### config.mk
export PLATFORM = sky130hd
export DESIGN_NAME = nsrs_host
export DESIGN_NICKNAME = d
export VERILOG_FILES = /design/src/common/nsrs_pkg.sv /design/src/nsrs_host.sv /design/src/nsrs_buf_mem.sv
export VERILOG_INCLUDE_DIRS = /design/src /design/src/common
export SDC_FILE = /design/constraint.sdc
export NUM_CORES = 1
export LEC_CHECK = 0
export BUFFER_PORTS_ARGS = -buffer_cell sky130_fd_sc_hd__clkbuf_2
export CORE_ASPECT_RATIO = 0.9
export CORE_UTILIZATION = 47
export CTS_BUF_LIST = sky130_fd_sc_hd__clkbuf_8 sky130_fd_sc_hd__clkbuf_16
export CTS_CLUSTER_DIAMETER = 60
export DETAILED_ROUTE_END_ITERATION = 10
export PLACE_DENSITY = 0.6
export SLEW_MARGIN = 20
export SYNTH_ARGS = -nofsm -noshare
export SYNTH_HDL_FRONTEND = slang
export SYNTH_HIERARCHICAL = 1
export SYNTH_SLANG_ARGS = --single-unit
### constraint.sdc
create_clock -name mclk -period 3.7 [get_ports mclk]
set_input_delay 0.37 -clock mclk [delete_from_list [all_inputs] [get_ports mclk]]
set_output_delay 0.37 -clock mclk [all_outputs]
set_load 0.02 [all_outputs]
### src/common/nsrs_consts.svh
`ifndef NSRS_CONSTS_SVH
`define NSRS_CONSTS_SVH

// Software register map (byte addresses).
`define NSRS_REG_CMD 8'h00
`define NSRS_REG_ADDR 8'h04
`define NSRS_REG_STAT 8'h08
`define NSRS_REG_CTRL 8'h0c
`define NSRS_BUF_BASE 8'h80

// Status word fields.
`define NSRS_ST_BUSY 0
`define NSRS_ST_BAD 1
`define NSRS_ST_CHECKED 2
`define NSRS_ST_FAIL 3
`define NSRS_ST_REFUSED 4

// Flash command bytes.
`define NSRS_CMD_RESET 8'hff
`define NSRS_CMD_STATUS 8'h70
`define NSRS_CMD_SIG 8'h90
`define NSRS_CMD_SPARE 8'h50
`define NSRS_CMD_READ 8'h00
`define NSRS_CMD_ERASE 8'h60
`define NSRS_CMD_CONFIRM 8'hd0

// Flash status byte fields; bits 4..1 are masked off.
`define NSRS_SR_WP 7
`define NSRS_SR_SEQ 6
`define NSRS_SR_CTL 5
`define NSRS_SR_FAIL 0
`define NSRS_SR_MASK 8'he1

// Bad-block marker: sixth spare byte, erased value.
`define NSRS_MARK_COL 8'h05
`define NSRS_ERASED 8'hff
`define NSRS_PAGE_BITS 5

// Bus timing.
`define NSRS_CLK_NS 25
`define NSRS_T_PULSE_NS 40
`define NSRS_T_HOLD_NS 20
`define NSRS_T_WB_NS 100

`endif

### src/common/nsrs_pkg.sv
package nsrs_pkg;

    typedef enum logic [5:0] {
        ST_IDLE = 6'h01,
        ST_CMD = 6'h02,
        ST_ADDR = 6'h04,
        ST_CMD2 = 6'h08,
        ST_WAIT = 6'h10,
        ST_READ = 6'h20
    } nsrs_state_e;

    typedef enum logic [2:0] {
        OP_RESET = 3'h0,
        OP_STATUS = 3'h1,
        OP_SIG = 3'h2,
        OP_MARK = 3'h3,
        OP_ERASE = 3'h4,
        OP_PAGE = 3'h5,
        OP_BOOT = 3'h6
    } nsrs_op_e;

endpackage : nsrs_pkg

### src/nsrs_host.sv
// Contract
// (RULE1) Reset command aborts any running operation. The host refuses a reset command written while busy.
// (RULE2) Aborted program or erase leaves invalid data.
// (RULE3) Repeated reset while reset is ignored.
// (RULE4) Busy low for reset time after reset.
// (RULE5) Status byte on low eight I/O lines.
// (RULE6) Status output tracks live status continuously.
// (RULE7) Status mode holds until another command.
// (RULE8) Fresh read command after status mid-read.
// (RULE9) Bit 7 one means unprotected.
// (RULE10) Bit 6 one means sequencer ready.
// (RULE11) Bit 5 one means controller ready.
// (RULE12) Bit 0 one means program/erase failed.
// (RULE13) Reserved status bits 4..2 are ignored.
// (RULE14) Signature command returns maker then device code.
// (RULE15) Boot option loads page 0, then streams.
// (RULE16) Boot read needs no command or address.
// (RULE17) Without row read only page 0 loads.
// (RULE18) With row read pages load successively.
// (RULE19) CE high or command stops boot read.
// (RULE20) Block bad if spare marker not FFh.
// (RULE21) Read bad-block markers before any erase.
// (RULE22) Shipped valid blocks read all ones.
// (RULE23) During program only status and reset accepted.
// (RULE24) Reads default to first main half.
// (RULE25) After program/erase wait ready, check error bit.
//
// The strobed register port and the address map are this design's own decisions.
`include "nsrs_consts.svh"
`timescale 1ns/1ps
`default_nettype none

module nsrs_host #(
    parameter int DEPTH = 32,
    parameter int AW = 5
) (
    // Clock and reset
    input wire logic mclk,
    input wire logic rst_n,
    // Software register port
    input wire logic [7:0] regAddr,
    input wire logic [31:0] regWdata,
    input wire logic regWr,
    input wire logic regRd,
    output logic [31:0] regRdata,
    // Flash pins
    output logic nandCeN,
    output logic nandCle,
    output logic nandAle,
    output logic nandWeN,
    output logic nandReN,
    output logic nandWpN,
    output logic [7:0] nandIoOut,
    output logic nandIoOe,
    input wire logic [7:0] nandIoIn,
    input wire logic nandRdy
);
    import nsrs_pkg::*;

    localparam int PULSE = (`NSRS_T_PULSE_NS + `NSRS_CLK_NS - 1) / `NSRS_CLK_NS;
    localparam int HOLD = (`NSRS_T_HOLD_NS + `NSRS_CLK_NS - 1) / `NSRS_CLK_NS;
    localparam int WB = (`NSRS_T_WB_NS + `NSRS_CLK_NS - 1) / `NSRS_CLK_NS;
    localparam logic [3:0] SAMPLE = 4'(PULSE - 1);
    localparam logic [3:0] CYC_LAST = 4'(PULSE + HOLD - 1);
    localparam logic [3:0] WB_LAST = 4'(WB - 1);

    nsrs_state_e state_r, state_nxt;
    nsrs_op_e op_r, op_nxt;
    logic [3:0] ph_r, ph_nxt;
    logic [8:0] cnt_r, cnt_nxt;
    logic pass_r, pass_nxt, post_r, post_nxt;
    logic bad_r, bad_nxt, checked_r, checked_nxt, fail_r, fail_nxt;
    logic refused_r, refused_nxt, wpRel_r, wpRel_nxt, bufSel_r, bufSel_nxt;
    logic [23:0] page_r, page_nxt;
    logic [18:0] ckBlock_r, ckBlock_nxt;
    logic [7:0] lastStat_r, lastStat_nxt, rxByte_r, rxByte_nxt;
    logic [31:0] rdata_r, rdata_nxt;
    logic [7:0] memRd, cmdByte, addrByte;
    logic [23:0] row;
    logic [8:0] nRead;
    logic stepEnd, samplePt, busy, eraseOk, memWr, lastRead;

    assign busy = (state_r != ST_IDLE);
    assign stepEnd = (ph_r == CYC_LAST);
    assign samplePt = (ph_r == SAMPLE);
    // Erase is only allowed on a block whose markers were read and found good.
    // (RULE21) marker check gate
    assign eraseOk = checked_r && !bad_r && (ckBlock_r == page_r[23:`NSRS_PAGE_BITS]);
    assign row = (op_r == OP_MARK) ?
        {page_r[23:`NSRS_PAGE_BITS], 4'h0, pass_r} : page_r;
    assign lastRead = (cnt_r == nRead - 9'h001);
    assign memWr = (state_r == ST_READ) && samplePt &&
        (op_r == OP_SIG || op_r == OP_PAGE || op_r == OP_BOOT);

    always_comb begin
        case (op_r)
            OP_STATUS: nRead = 9'h001;
            // (RULE14) maker then device code
            OP_SIG: nRead = 9'h002;
            OP_MARK: nRead = 9'h001;
            OP_PAGE, OP_BOOT: nRead = 9'(DEPTH);
            default: nRead = 9'h001;
        endcase
        case (op_r)
            OP_RESET: cmdByte = `NSRS_CMD_RESET;
            OP_STATUS: cmdByte = `NSRS_CMD_STATUS;
            OP_SIG: cmdByte = `NSRS_CMD_SIG;
            OP_MARK: cmdByte = `NSRS_CMD_SPARE;
            OP_ERASE: cmdByte = `NSRS_CMD_ERASE;
            // (RULE8) fresh read command
            default: cmdByte = `NSRS_CMD_READ;
        endcase
        if (post_r) begin
            cmdByte = `NSRS_CMD_STATUS;
        end
        case (cnt_r[1:0])
            2'h0: addrByte = (op_r == OP_MARK) ? `NSRS_MARK_COL : 8'h00;
            2'h1: addrByte = row[7:0];
            2'h2: addrByte = row[15:8];
            default: addrByte = row[23:16];
        endcase
    end

    // Pin drive follows the sequencer state; CE is released whenever idle.
    always_comb begin
        // (RULE19) CE high stops streaming
        nandCeN = !busy;
        nandCle = (state_r == ST_CMD) || (state_r == ST_CMD2);
        nandAle = (state_r == ST_ADDR);
        nandIoOe = nandCle || nandAle;
        nandWeN = !(nandIoOe && ph_r < 4'(PULSE));
        nandReN = !(state_r == ST_READ && ph_r < 4'(PULSE));
        nandWpN = wpRel_r;
        nandIoOut = nandAle ? addrByte :
            (state_r == ST_CMD2) ? `NSRS_CMD_CONFIRM : (nandCle ? cmdByte : 8'h00);
        regRdata = bufSel_r ? {24'h0, memRd} : rdata_r;
    end

    always_comb begin
        state_nxt = state_r;
        op_nxt = op_r;
        ph_nxt = stepEnd ? 4'h0 : ph_r + 4'h1;
        cnt_nxt = cnt_r;
        pass_nxt = pass_r;
        post_nxt = post_r;
        bad_nxt = bad_r;
        checked_nxt = checked_r;
        fail_nxt = fail_r;
        refused_nxt = refused_r;
        wpRel_nxt = wpRel_r;
        page_nxt = page_r;
        ckBlock_nxt = ckBlock_r;
        lastStat_nxt = lastStat_r;
        rxByte_nxt = rxByte_r;
        rdata_nxt = rdata_r;
        bufSel_nxt = 1'b0;
        if (regWr && regAddr == `NSRS_REG_ADDR) begin
            page_nxt = regWdata[23:0];
        end
        if (regWr && regAddr == `NSRS_REG_CTRL) begin
            wpRel_nxt = regWdata[0];
        end
        if (regWr && regAddr == `NSRS_REG_STAT && regWdata[`NSRS_ST_REFUSED]) begin
            refused_nxt = 1'b0;
        end
        if (regRd) begin
            bufSel_nxt = (regAddr >= `NSRS_BUF_BASE);
            case (regAddr)
                `NSRS_REG_ADDR: rdata_nxt = {8'h00, page_r};
                `NSRS_REG_CTRL: rdata_nxt = {31'h0, wpRel_r};
                `NSRS_REG_STAT: rdata_nxt = {16'h0, lastStat_r, 3'h0, refused_r,
                    fail_r, checked_r, bad_r, busy};
                default: rdata_nxt = 32'h0;
            endcase
        end
        case (state_r)
            ST_IDLE: begin
                ph_nxt = 4'h0;
                if (regWr && regAddr == `NSRS_REG_CMD) begin
                    op_nxt = nsrs_op_e'(regWdata[2:0]);
                    cnt_nxt = 9'h000;
                    pass_nxt = 1'b0;
                    post_nxt = 1'b0;
                    if (regWdata[2:0] > 3'(OP_BOOT) ||
                        (regWdata[2:0] == 3'(OP_ERASE) && !eraseOk)) begin
                        refused_nxt = 1'b1;
                    end else if (regWdata[2:0] == 3'(OP_BOOT)) begin
                        // (RULE16) boot needs no command
                        state_nxt = ST_WAIT;
                    end else begin
                        state_nxt = ST_CMD;
                    end
                end
            end
            ST_CMD: begin
                if (stepEnd) begin
                    // Erase skips the column byte, but its status read must start at zero.
                    cnt_nxt = (op_r == OP_ERASE && !post_r) ? 9'h001 : 9'h000;
                    if (post_r || op_r == OP_STATUS) begin
                        state_nxt = ST_READ;
                    end else if (op_r == OP_RESET) begin
                        state_nxt = ST_WAIT;
                    end else begin
                        state_nxt = ST_ADDR;
                    end
                end
            end
            ST_ADDR: begin
                if (stepEnd) begin
                    cnt_nxt = cnt_r + 9'h001;
                    if (op_r == OP_SIG) begin
                        cnt_nxt = 9'h000;
                        state_nxt = ST_READ;
                    end else if (cnt_r[1:0] == 2'h3) begin
                        cnt_nxt = 9'h000;
                        state_nxt = (op_r == OP_ERASE) ? ST_CMD2 : ST_WAIT;
                    end
                end
            end
            ST_CMD2: begin
                if (stepEnd) begin
                    state_nxt = ST_WAIT;
                end
            end
            ST_WAIT: begin
                // Ready is ignored until the flash has had time to pull it low.
                ph_nxt = (ph_r == WB_LAST) ? ph_r : ph_r + 4'h1;
                // (RULE4) wait out reset busy
                if (ph_r == WB_LAST && nandRdy) begin
                    ph_nxt = 4'h0;
                    if (op_r == OP_RESET) begin
                        state_nxt = ST_IDLE;
                    end else if (op_r == OP_ERASE) begin
                        // (RULE25) status after erase
                        post_nxt = 1'b1;
                        state_nxt = ST_CMD;
                    end else begin
                        state_nxt = ST_READ;
                    end
                end
            end
            ST_READ: begin
                if (samplePt) begin
                    rxByte_nxt = nandIoIn;
                    if (op_r == OP_STATUS || post_r) begin
                        // (RULE13) drop reserved bits
                        lastStat_nxt = nandIoIn & `NSRS_SR_MASK;
                    end
                    if (post_r) begin
                        // (RULE12) latch failure bit
                        fail_nxt = nandIoIn[`NSRS_SR_FAIL];
                    end
                end
                if (stepEnd) begin
                    cnt_nxt = cnt_r + 9'h001;
                    if (lastRead) begin
                        cnt_nxt = 9'h000;
                        state_nxt = ST_IDLE;
                        // (RULE20) marker on two pages
                        if (op_r == OP_MARK) begin
                            if (!pass_r && rxByte_r == `NSRS_ERASED) begin
                                pass_nxt = 1'b1;
                                state_nxt = ST_CMD;
                            end else begin
                                bad_nxt = (rxByte_r != `NSRS_ERASED);
                                checked_nxt = 1'b1;
                                ckBlock_nxt = page_r[23:`NSRS_PAGE_BITS];
                            end
                        end
                    end
                end
            end
            default: state_nxt = ST_IDLE;
        endcase
        if (regWr && regAddr == `NSRS_REG_CMD && busy) begin
            refused_nxt = 1'b1;
        end
        if (regWr && regAddr == `NSRS_REG_ADDR) begin
            checked_nxt = (checked_nxt &&
                regWdata[23:`NSRS_PAGE_BITS] == ckBlock_nxt);
        end
    end

    always_ff @(posedge mclk or negedge rst_n) begin
        if (!rst_n) begin
            state_r <= ST_IDLE;
            op_r <= OP_RESET;
            ph_r <= 4'h0;
            cnt_r <= 9'h000;
            pass_r <= 1'b0;
            post_r <= 1'b0;
            bad_r <= 1'b0;
            checked_r <= 1'b0;
            fail_r <= 1'b0;
            refused_r <= 1'b0;
            wpRel_r <= 1'b0;
            bufSel_r <= 1'b0;
            page_r <= 24'h000000;
            ckBlock_r <= 19'h00000;
            lastStat_r <= 8'h00;
            rxByte_r <= 8'h00;
            rdata_r <= 32'h00000000;
        end else begin
            state_r <= state_nxt;
            op_r <= op_nxt;
            ph_r <= ph_nxt;
            cnt_r <= cnt_nxt;
            pass_r <= pass_nxt;
            post_r <= post_nxt;
            bad_r <= bad_nxt;
            checked_r <= checked_nxt;
            fail_r <= fail_nxt;
            refused_r <= refused_nxt;
            wpRel_r <= wpRel_nxt;
            bufSel_r <= bufSel_nxt;
            page_r <= page_nxt;
            ckBlock_r <= ckBlock_nxt;
            lastStat_r <= lastStat_nxt;
            rxByte_r <= rxByte_nxt;
            rdata_r <= rdata_nxt;
        end
    end

    nsrs_buf_mem #(.W(8), .D(DEPTH), .AW(AW)) u_nsrs_buf_mem (
        .clk(mclk),
        .rst_n(rst_n),
        .wrEn(memWr),
        .wrAddr(cnt_r[AW-1:0]),
        .wrData(nandIoIn),
        .rdAddr(regAddr[AW+1:2]),
        .rdData(memRd)
    );
endmodule : nsrs_host

`default_nettype wire

### src/nsrs_buf_mem.sv
`timescale 1ns/1ps
`default_nettype none

module nsrs_buf_mem #(
    parameter int W = 8,
    parameter int D = 32,
    parameter int AW = 5
) (
    // Clock and reset
    input wire logic clk,
    input wire logic rst_n,
    // Write side
    input wire logic wrEn,
    input wire logic [AW-1:0] wrAddr,
    input wire logic [W-1:0] wrData,
    // Read side
    input wire logic [AW-1:0] rdAddr,
    output logic [W-1:0] rdData
);
    logic [W-1:0] mem [D];

    always_ff @(posedge clk) begin
        if (wrEn) begin
            mem[wrAddr] <= wrData;
        end
    end

    always_ff @(posedge clk or negedge rst_n) begin
        if (!rst_n) begin
            rdData <= '0;
        end else begin
            rdData <= mem[rdAddr];
        end
    end
endmodule : nsrs_buf_mem

`default_nettype wire

== Word-level counts from Yosys, hierarchy flattened ==
Memories as Yosys holds them, arrays and structs flattened. A register that Yosys moved wholly into a read port is not among the register bits.
Index checks and enable logic that the tools add are counted.

* Add/sub/neg operators: 3
* $lt $le $gt $ge: 3
* Eq/ne operators: 43
* Muxes and demuxes: 72
* Bitwise gates (word level): 1
* Reduce and logical (&&, ||, !) cells: 47

{| class="wikitable"
|+ Operator list
! cell !! number
|-
| $mux W19 || 5
|-
| $mux W6 || 13
|-
| $pmux W24 S3 || 1
|-
| $mux W9 || 7
|-
| $pmux W8 S5 || 1
|-
| $eq A19 B19 Y1 || 2
|-
| $pmux W6 S6 || 1
|-
| $pmux W9 S4 || 1
|-
| $mux W32 || 1
|-
| $mux W8 || 4
|-
| $pmux W8 S3 || 1
|-
| $mux W1 || 23
|-
| $mux W5 || 4
|-
| $ne A2 B2 Y1 const B || 9
|-
| $logic_and A1 B1 Y1 || 17
|-
| $eq A8 B4 Y1 const B || 2
|-
| $eq A3 B3 Y1 const B || 5
|-
| $reduce_and A5 Y1 || 3
|-
| $mux W4 || 3
|-
| $pmux W6 S2 || 1
|-
| $add A9 B1 Y9 const B || 1
|-
| $eq A9 B9 Y1 || 1
|-
| $reduce_and A9 Y1 || 1
|-
| $sub A9 B1 Y9 const B || 1
|-
| other kinds (39) || 61
|}

* Register bits after elaboration: 117
* Memory bits (writable): 256
* Output and inout bits: 47
* Word-level logic and storage cells: 187
* Memories kept: 1

{| class="wikitable"
|+ Memories
! memory !! words !! bits a word !! rd ports !! clocked after Yosys merged registers in !! write ports !! line !! text
|-
| u_nsrs_buf_mem.mem || 32 || 8 || 1 || 1 || 1 || nsrs_buf_mem.sv:20 || <nowiki>logic [W-1:0] mem [D];</nowiki>
|}

== Longest topological paths before layout ==
Gate-level depths: netlist of the first run.

* Word-level depth: 11
* Depth in mapped cells: 10
* Mapped depth without buffers: 8

== By module ==
The synthesis of the first run kept the hierarchy.

{| class="wikitable"
|+ By module, submodules not included
! module !! times used !! cells each !! area each (sq um)
|-
| nsrs_buf_mem || 1 || 417 || 10093.4
|-
| nsrs_host || 1 || 686 || 6273.5
|}

== Worst setup path before layout of the first run ==
No wires, ideal clock.

* Kind: reg-to-reg
* Start point: register state_r[1]
* End point: memory u_nsrs_buf_mem.mem[0][0] (enable)
* Setup time: 370 ps
* Data arrival time: 2902 ps
* Data required time: 3330 ps
* Slack: 427 ps
* Cell stages (with the launch flop): 11
* Cell sequence: dfrtp_1 -> clkbuf_1 -> nor4_1 -> and2_1 -> clkbuf_1 -> nand3_1 -> clkbuf_1 -> a21oi_1 -> or3b_2 -> clkbuf_1 -> nor2_1

* Word-level cells in the longest chain between the ends: 5

{| class="wikitable"
|+ Ends and longest elaborated chain
! element !! line !! text
|-
| start, declared || nsrs_host.sv:67 || <nowiki>nsrs_state_e state_r, state_nxt;</nowiki>
|-
| start signal, assigned || nsrs_host.sv:304 || <nowiki>state_r <= state_nxt;</nowiki>
|-
| $eq A6 B6 Y1 || nsrs_host.sv:92 || <nowiki>assign memWr = (state_r == ST_READ) && samplePt &&</nowiki>
|-
| $logic_and A1 B1 Y1 (2 in a row) || nsrs_host.sv:92 ||
|-
| net memWr || nsrs_host.sv:81 || <nowiki>logic stepEnd, samplePt, busy, eraseOk, memWr, lastRead;</nowiki>
|-
| $mux W1 || nsrs_buf_mem.sv:23 || <nowiki>if (wrEn) begin</nowiki>
|-
| $mux W1 (implied by the code) || nsrs_buf_mem.sv:24 || <nowiki>mem[wrAddr] <= wrData;</nowiki>
|-
| end, declared || nsrs_buf_mem.sv:20 ||
|}

The timed path passes the listed nets, and every way through them passes these cells.

== Final worst setup path of the first run ==
* Start point: register state_r[4]
* End point: output port nandIoOut[1]

* Word-level cells in the longest chain between the ends: 5

{| class="wikitable"
|+ Ends and longest elaborated chain
! element !! line !! text
|-
| $eq A6 B2 Y1 or $eq A6 B4 Y1 (tied branches) || nsrs_host.sv:128, nsrs_host.sv:135 ||
|-
| $logic_or A1 B1 Y1 || nsrs_host.sv:128 || <nowiki>nandCle = (state_r == ST_CMD) || (state_r == ST_CMD2);</nowiki>
|-
| $mux W8 (2 in a row) || nsrs_host.sv:135 || <nowiki>(state_r == ST_CMD2) ? `NSRS_CMD_CONFIRM : (nandCle ? cmdByte : 8'h00);</nowiki>
|-
| $mux W8 (*) || nsrs_host.sv:134 || <nowiki>nandIoOut = nandAle ? addrByte :</nowiki>
|-
| end, declared || nsrs_host.sv:53 || <nowiki>output logic [7:0] nandIoOut,</nowiki>
|}

Every way passes the cells marked *; elsewhere a longest branch is shown, timed or not.

==> results of run 1 <==
[power by group through the flow]
| stage | Clock (mW) | Combinational, mW | Sequential [mW] |
|---|---|---|---|
| after floorplan | 0 | 0.746 | 4.84 |
| after global placement | 0 | 1.07 | 4.91 |
| after detailed placement | 0 | 1.07 | 4.93 |
| after CTS | 3.91 | 1.08 | 4.84 |
| after global routing | 4.08 | 1.19 | 4.87 |
| final | 3.82 | 1.08 | 4.84 |
[path summary, 6_finish.rpt]
| path | to |
|---|---|
| max | nandIoOut[1] |
| min | page_r[3]$_DFFE_PN0P_ |
| max reg2reg | u_nsrs_buf_mem/mem[0][3]$_DFFE_PP_ |
| min reg2reg | cnt_r[8]$_DFFE_PN0P_ |
| max in group asynchronous | ckBlock_r[6]$_DFF_PN0_ |
| min in group asynchronous | ph_r[1]$_DFFE_PN0P_ |
[Yosys cell counts, drive strengths merged (3+ instances only)]
cell type,number
a211oi,6
a21oi,17
a221o,5
a221oi,6
a22o,11
a22oi,3
a31oi,4
and2,5
and3,4
buf,26
clkbuf,37
dfrtp,116
edfxtp,256
ha,8
inv,40
mux2,52
mux4,80
nand2,98
nand2b,5
nand3,31
nand3b,11
nand4,13
nor2,69
nor2b,10
nor3,10
nor3b,4
nor4,9
o21ai,64
o22ai,5
o31ai,10
or2,3
or3,4
or3b,4
or4,5
xnor2,21
xor2,35
[kinds of logic (layout without fill, tap and decap cells)]
kind of cell,Yosys count,in the layout,share of synthesized area
AO/OA/AOI/OAI,140,140,0.05474
XOR/XNOR,56,56,0.02997
adder cells (fa/ha/maj),8,8,0.006116
buffers and inverters,104,248,0.02821
flip-flops,373,373,0.6487
multiplexers,132,132,0.1459
other,1,8,0.0002291
AND/OR/NAND/NOR,289,289,0.08623
[state kept, by name (all words and copies together) (netlist names), 6 cells and up]
| register | flops |
|---|---|
| page_r | 24 |
| rxByte_r | 8 |
| u_nsrs_buf_mem/mem | 256 |
| rdata_r | 24 |
| cnt_r | 9 |
| u_nsrs_buf_mem/rdData | 8 |
| ckBlock_r | 19 |
| state_r | 6 |
[metrics by stage]
| stage | cells | power [mW] | util | area [sq um] | hold WS, ns |
|---|---|---|---|---|---|
| detailed placement | 1644 | 5.998 | 0.5133 | 17510 | 0.3986 |
| CTS | 1716 | 9.828 | 0.5503 | 18770 | 0.04798 |
| global placement | 1644 | 5.979 | 0.5133 | 17510 | 0.4057 |
| global route | 1716 | 10.13 | 0.5503 | 18770 | 0.06782 |
| finish | 1716 | 9.745 | 0.5503 | 18770 | 0.07197 |
| floorplan | 1110 | 5.584 | - | 16390 | 0.07441 |
[placed cells by master, fill, tap and decap left out, types with 21 or more instances in the layout]
cell type | Yosys | layout
clkbuf_2 | 0 | 81
dfrtp_1 | 116 | 116
buf_4 | 14 | 52
mux4_2 | 80 | 80
edfxtp_1 | 256 | 256
nand2_1 | 98 | 98
clkbuf_16 | 0 | 39
xor2_1 | 35 | 35
xnor2_1 | 21 | 21
nor2_1 | 69 | 69
mux2_2 | 52 | 52
inv_1 | 40 | 48
o21ai_0 | 64 | 64
nand3_1 | 31 | 31
[layout make-up]
class | count | area, sq um | share of cell area
Sequential cell | 373 | 10620 | 0.5655
Multi-Input combinational cell | 633 | 5326 | 0.2837
Clock buffer | 41 | 1003 | 0.05345
Timing Repair Buffer | 136 | 845.8 | 0.04505
Tap cell | 462 | 578.1 | 0.03079
Clock inverter | 30 | 249.0 | 0.01326
Inverter | 41 | 153.9 | 0.008198
[metal layers]
metal / GRT usage / share of wire
met1: 0.3143 / 0.47
met2: 0.3266 / 0.46
met3: 0.02991 / 0.046
met4: 0.06538 / 0.021
met5: 0 / 0
==> flow_summary.toml, run 1 <==
[cts]
clk_pin_slew_worst_paths_ns = 0.06
cts_setup_buffers = 0
hold_buffers = 1
clockBufferDepth = 3
cts_root_buf = "clkbuf_16"
cts_sinks = 373
cts_tree = "yes"
worstSkewPairLatency_ns = 0.55
htree_levels = 2
numCtsBuffers = 39
post_cts_resized = 0

[pwr]
ir_worst_vdd_mv = 0.3981
netSwitchingFraction = 0.2530
internal-power_mw = 7.279
power_density_nw_per_um2 = 519.1
combPwrFrac = 0.111
p_sw_mw = 2.466
seq_power_share = 0.497
p_leak_nw = 7.141
p_clk_frac = 0.392

[logic_synthesis]
yosysTopAreaCell = "edfxtp_1"
synth_flop_cell = "edfxtp_1"
yosysSeqAreaShare = 0.6487
async_flop_share = 0.3137
syn_area_per_cell_sq_um = 14.84
ys.warnings.count = 6
ys_seq_elements = 373
synth_edf_count = 256
syn_inst = 1103
synth_cell_types = 56
synth.top_cell.area_share = 0.4697
mappedNetlistArea_sq_um = 16370
yosys-top-cells-area = "edfxtp_1 47%, dfrtp_1 18%, mux4_2 11%"

[placement]
hpwl_microns = 24340
portBuffers = 83
place_ws_ns = 0.6208
routabilityCongestion = 0.8425

[critical_path]
crit_path_top_delay_cell = "or4_1"
endpoint_kind = "primary output"
cp_max_fo = 9
crit-reg2reg-launch = "state_r[1]$_DFFE_PN0P_"
r2r_cells = 7
criticalPathCategory = "reg -> out"
worstPathRequired_ns = 3.33
critPathLaunch = "state_r[4]$_DFFE_PN0P_"
crit_cells = 6
path_cells = "or2_2, nor3_1, nand3b_1, or4_1, o21ai_0, clkbuf_2"
cp.buffers_inverters = 1
crit_arrival_ns = 2.83
critPathLaunchType = "flip-flop"
crit_family = "simple AND/OR/NAND/NOR gates"
slowest_delay_ns = 0.65
r2r_slack_ns = 0.55

[finish]
area_growth_pct = 14.70
diodes = 0
fin_nets = 1285
drive_above_1_share = 0.2711
fill_cells = 2814

[global_routing]
grt_usage = 0.2124
grt_first_pass_wirelength_microns = 55850
grt_max_degree = 77
grt_pass1_vias = 9213
antenna_found_initial = 0
grt-ovfl-total = 0

[timing]
tightest_slew_ns = 1.000
fin_crit_ns = 3.204
fin_crit_sh = 0.8661
rsz0062_at_grt = "no"
finalWorstSetupSlack_ns = 0.4956
skew_ns = 0.01927
clock.fmax_mhz = 312.1
setup_tns_ns = 0
hold_violations = 0
setup-violations-final = 0
final_max_slew_viol_count = 0
max_slew_margin = 0.3332

[routing]
drcViolationCount = 0
via_per_inst = 5.578
first_iter_violations = 799
wl_per_cell_microns = 21.61
vias = 9572
drt-total-wl_microns = 37080
antenna_left = 0
drt-pass1-iter-count = 5

[floorplanning]
core-area_sq_um = 34110
io_pins = 100
start_util = 0.4798
die_area_sq_um = 35580
rows = 64
die_w_microns = 198.7
die_h_microns = 179.0

[hold_path]
hold_class = "in -> reg"
hp-start = "regWdata[3]"
min_path_cells = 2

[status]
status = "complete, no violations"

[run]
drv_cap = 0
Power figures use the tool's default switching activity.
==> run 2, diff against run 1 <==
- ABC_AREA: default -> 1
- CORE_UTILIZATION: 47 -> 25
- PLACE_DENSITY: 0.6 -> 0.35
==> run 2 against run 1 <==
Effect of this change: die area rose by 97%; synthesized cell count up 64%; final cell count increased by 65%; register-to-register slack gained 0.22 ns; wire length increased by 45%; flip-flop and latch count is the same; worst hold slack worse by 0.026 ns; area after synthesis grew 5.2%; worst setup slack improved by 0.068 ns; clock skew increased by 0.0036 ns; power up 17%; critical endpoint is now nandIoOut[4]; largest power group unchanged.
==> flow_summary.toml, run 2 <==
[critical_path]
r2r_slack_ns = 0.77
crit_cells = 6
worstPathRequired_ns = 3.33
cp_max_fo = 12
criticalPathCategory = "reg -> out"
endpoint_kind = "primary output"
critPathMostFrequentCell = "inv_1"
crit_arrival_ns = 2.77
slowest_delay_ns = 0.53
critPathLaunchType = "flip-flop"
path_cells = "ha_1, inv_1, o211ai_1, o311ai_0, inv_1, clkbuf_2"
cp.buffers_inverters = 3
crit_family = "compound AO/OA/AOI/OAI gates"
r2r_cells = 18
crit_path_top_delay_cell = "dfrtp_1"

[timing]
final_max_slew_viol_count = 0
fin_crit_ns = 3.137
setup-violations-final = 0
hold_violations = 0
clock.fmax_mhz = 318.8
skew_ns = 0.02290
tightest_slew_ns = 1.011
fin_crit_sh = 0.8477
rsz0062_at_grt = "no"
setup_tns_ns = 0
max_slew_margin = 0.3262

[logic_synthesis]
syn_area_per_cell_sq_um = 9.518
synth_flop_cell = "edfxtp_1"
yosysTopAreaCell = "edfxtp_1"
synth_most_common_cell = "nand2_1"
syn_inst = 1809
synth_common_cells = "587 x nand2_1, 258 x nand3_1, 256 x edfxtp_1"
synth_edf_count = 256
synth.top_cell.area_share = 0.4465
async_flop_share = 0.3137
ys.warnings.count = 6
synth_cell_types = 48
yosys-top-cells-area = "edfxtp_1 45%, dfrtp_1 17%, nand2_1 13%"
yosysSeqAreaShare = 0.6166
ys_seq_elements = 373
mappedNetlistArea_sq_um = 17220

[placement]
hpwl_microns = 34870
placed_cell_area_sq_um = 18590
portBuffers = 83
routabilityCongestion = 0.7959

[cts]
clk_pin_slew_worst_paths_ns = 0.06
htree_levels = 2
cts_root_buf = "clkbuf_16"
cts_tree = "yes"
cts_sinks = 373
clockBufferDepth = 3
worstSkewPairLatency_ns = 0.58
cts_setup_buffers = 0
numCtsBuffers = 49

[global_routing]
grt-ovfl-total = 0
antenna_found_initial = 0
grt_first_pass_wirelength_microns = 81270
grt_max_degree = 129
grt_usage = 0.1550
grt_pass1_vias = 12630

[floorplanning]
die_h_microns = 251.0
die_w_microns = 278.6
core-area_sq_um = 67560
die_area_sq_um = 69930
start_util = 0.2548
io_pins = 100
rows = 90

[finish]
drive_above_1_share = 0.1196
ff_latch_area_sq_um = 10620
layout_commonest_cell = "nand2_1"
largest_reg_flops = 256
multi_input_area_sq_um = 5394
mostFrequentLayoutCells = "587 x nand2_1, 258 x nand3_1, 256 x edfxtp_1, 173 x inv_1, 116 x dfrtp_1"
stdcell_area_sq_um = 20200
area_growth_pct = 17.31
reg_top3 = "u_nsrs_buf_mem/mem: 256 flops, page_r: 24 flops, rdata_r: 24 flops"
fill_cells = 7108
regMostFlops = "u_nsrs_buf_mem/mem"
fin_nets = 1978

[pwr]
power.total_mw = 11.39
power_density_nw_per_um2 = 564.0
p_leak_nw = 8.507
ir_worst_vdd_mv = 0.3023

[hold_path]
min_path_cells = 3
hold_class = "in -> reg"

[run]
drv_cap = 0

[routing]
drcViolationCount = 0
drt-total-wl_microns = 53760
via_per_inst = 4.502
first_iter_violations = 799
wl_per_cell_microns = 18.98
antenna_left = 0
vias = 12750
drt-pass1-iter-count = 5

[status]
status = "complete, no violations"
run 2: kinds of logic (layout without fill, tap and decap cells):
logic type                 after synthesis  in the layout  synth area share
and+or+nand+nor                        997            997            0.2455
DFF                                    373            373            0.6166
buffers and inverters                  257            398           0.07202
AOI/OAI and AO/OA                      162            162           0.05392
xor gates and xnor gates                 9              9          0.004578
adders and majority gates                8              8          0.005814
muxes                                    2              2          0.001308
other                                    1             10         0.0002178
run 2: routing by layer:
layer  global-route usage  vias to the layer above  routed length [microns]
met1               0.2248                     6222                    26870
met4              0.04176                        0                     1079
met3              0.02072                       66                     1601
met5                    0                        -                        0
li1                     -                     6270                        -
met2               0.2410                      195                    24210
run 2: layout make-up:
cell class,instances,area share
clock buffers,53,0.06455
flip-flops and latches,373,0.5256
clock inverters,38,0.01388
well taps,874,0.05414
inverters,172,0.03209
multi-input cells,1186,0.2671
diodes,2,0.0002478
repair buffers,135,0.04243
run 2: path summary, 6_finish.rpt:
path / startpoint / to
worst max-delay path: cnt_r[1]$_DFFE_PN0P_ / nandIoOut[4]
worst min-delay path: regAddr[7] / bufSel_r$_DFF_PN0_
worst max register to register: op_r[2]$_DFFE_PN0P_ / checked_r$_DFF_PN0_
worst min register to register: fail_r$_DFFE_PN0P_ / fail_r$_DFFE_PN0P_
max in group asynchronous: rst_n / state_r[0]$_DFFE_PN1P_
min in group asynchronous: rst_n / rdata_r[9]$_DFFE_PN0P_
run 2: report_power, final:
| group | total, mW | internal, mW | switching (mW) |
|---|---|---|---|
| registers | 4.82 | 4.66 | 0.167 |
| clock network | 4.63 | 2.75 | 1.88 |
| logic | 1.94 | 0.531 | 1.41 |
run 2: worst register-to-register path, stage by stage, from the launching register on:
cell	delay (ns)
dfrtp_1	0.55
nand2_1	0.15
nand2_1	0.12
nand2_1	0.07
nand2_1	0.07
nand2_1	0.09
nor2_4	0.39
nand3_4	0.35
clkinv_2	0.27
nand2_1	0.10
nand2_1	0.09
nand2_1	0.05
nand2_1	0.05
nand2_1	0.06
nor2_1	0.15
nand2_1	0.07
nor2_1	0.10
nor2_1	0.05
nor2_1	0.10
run 2: what timing repair did:
item                                   4_1_cts  5_1_grt
hold buffers                                 2        0
gates resized for setup                      0        0
endpoints found under the hold margin       38        0
run 2: per-stage QoR:
stage          worst slack [ns]  hold WS [ns]    util  cells
3_3_place_gp             0.7710        0.4173  0.2751   2738
6_report                 0.5634       0.04570  0.2989   2833
4_1_cts                  0.5285       0.01167  0.2988   2831
5_1_grt                  0.2827       0.02190  0.2989   2831
2_1_floorplan             1.369       0.07441       -   1816
3_5_place_dp             0.7718        0.4234  0.2751   2738
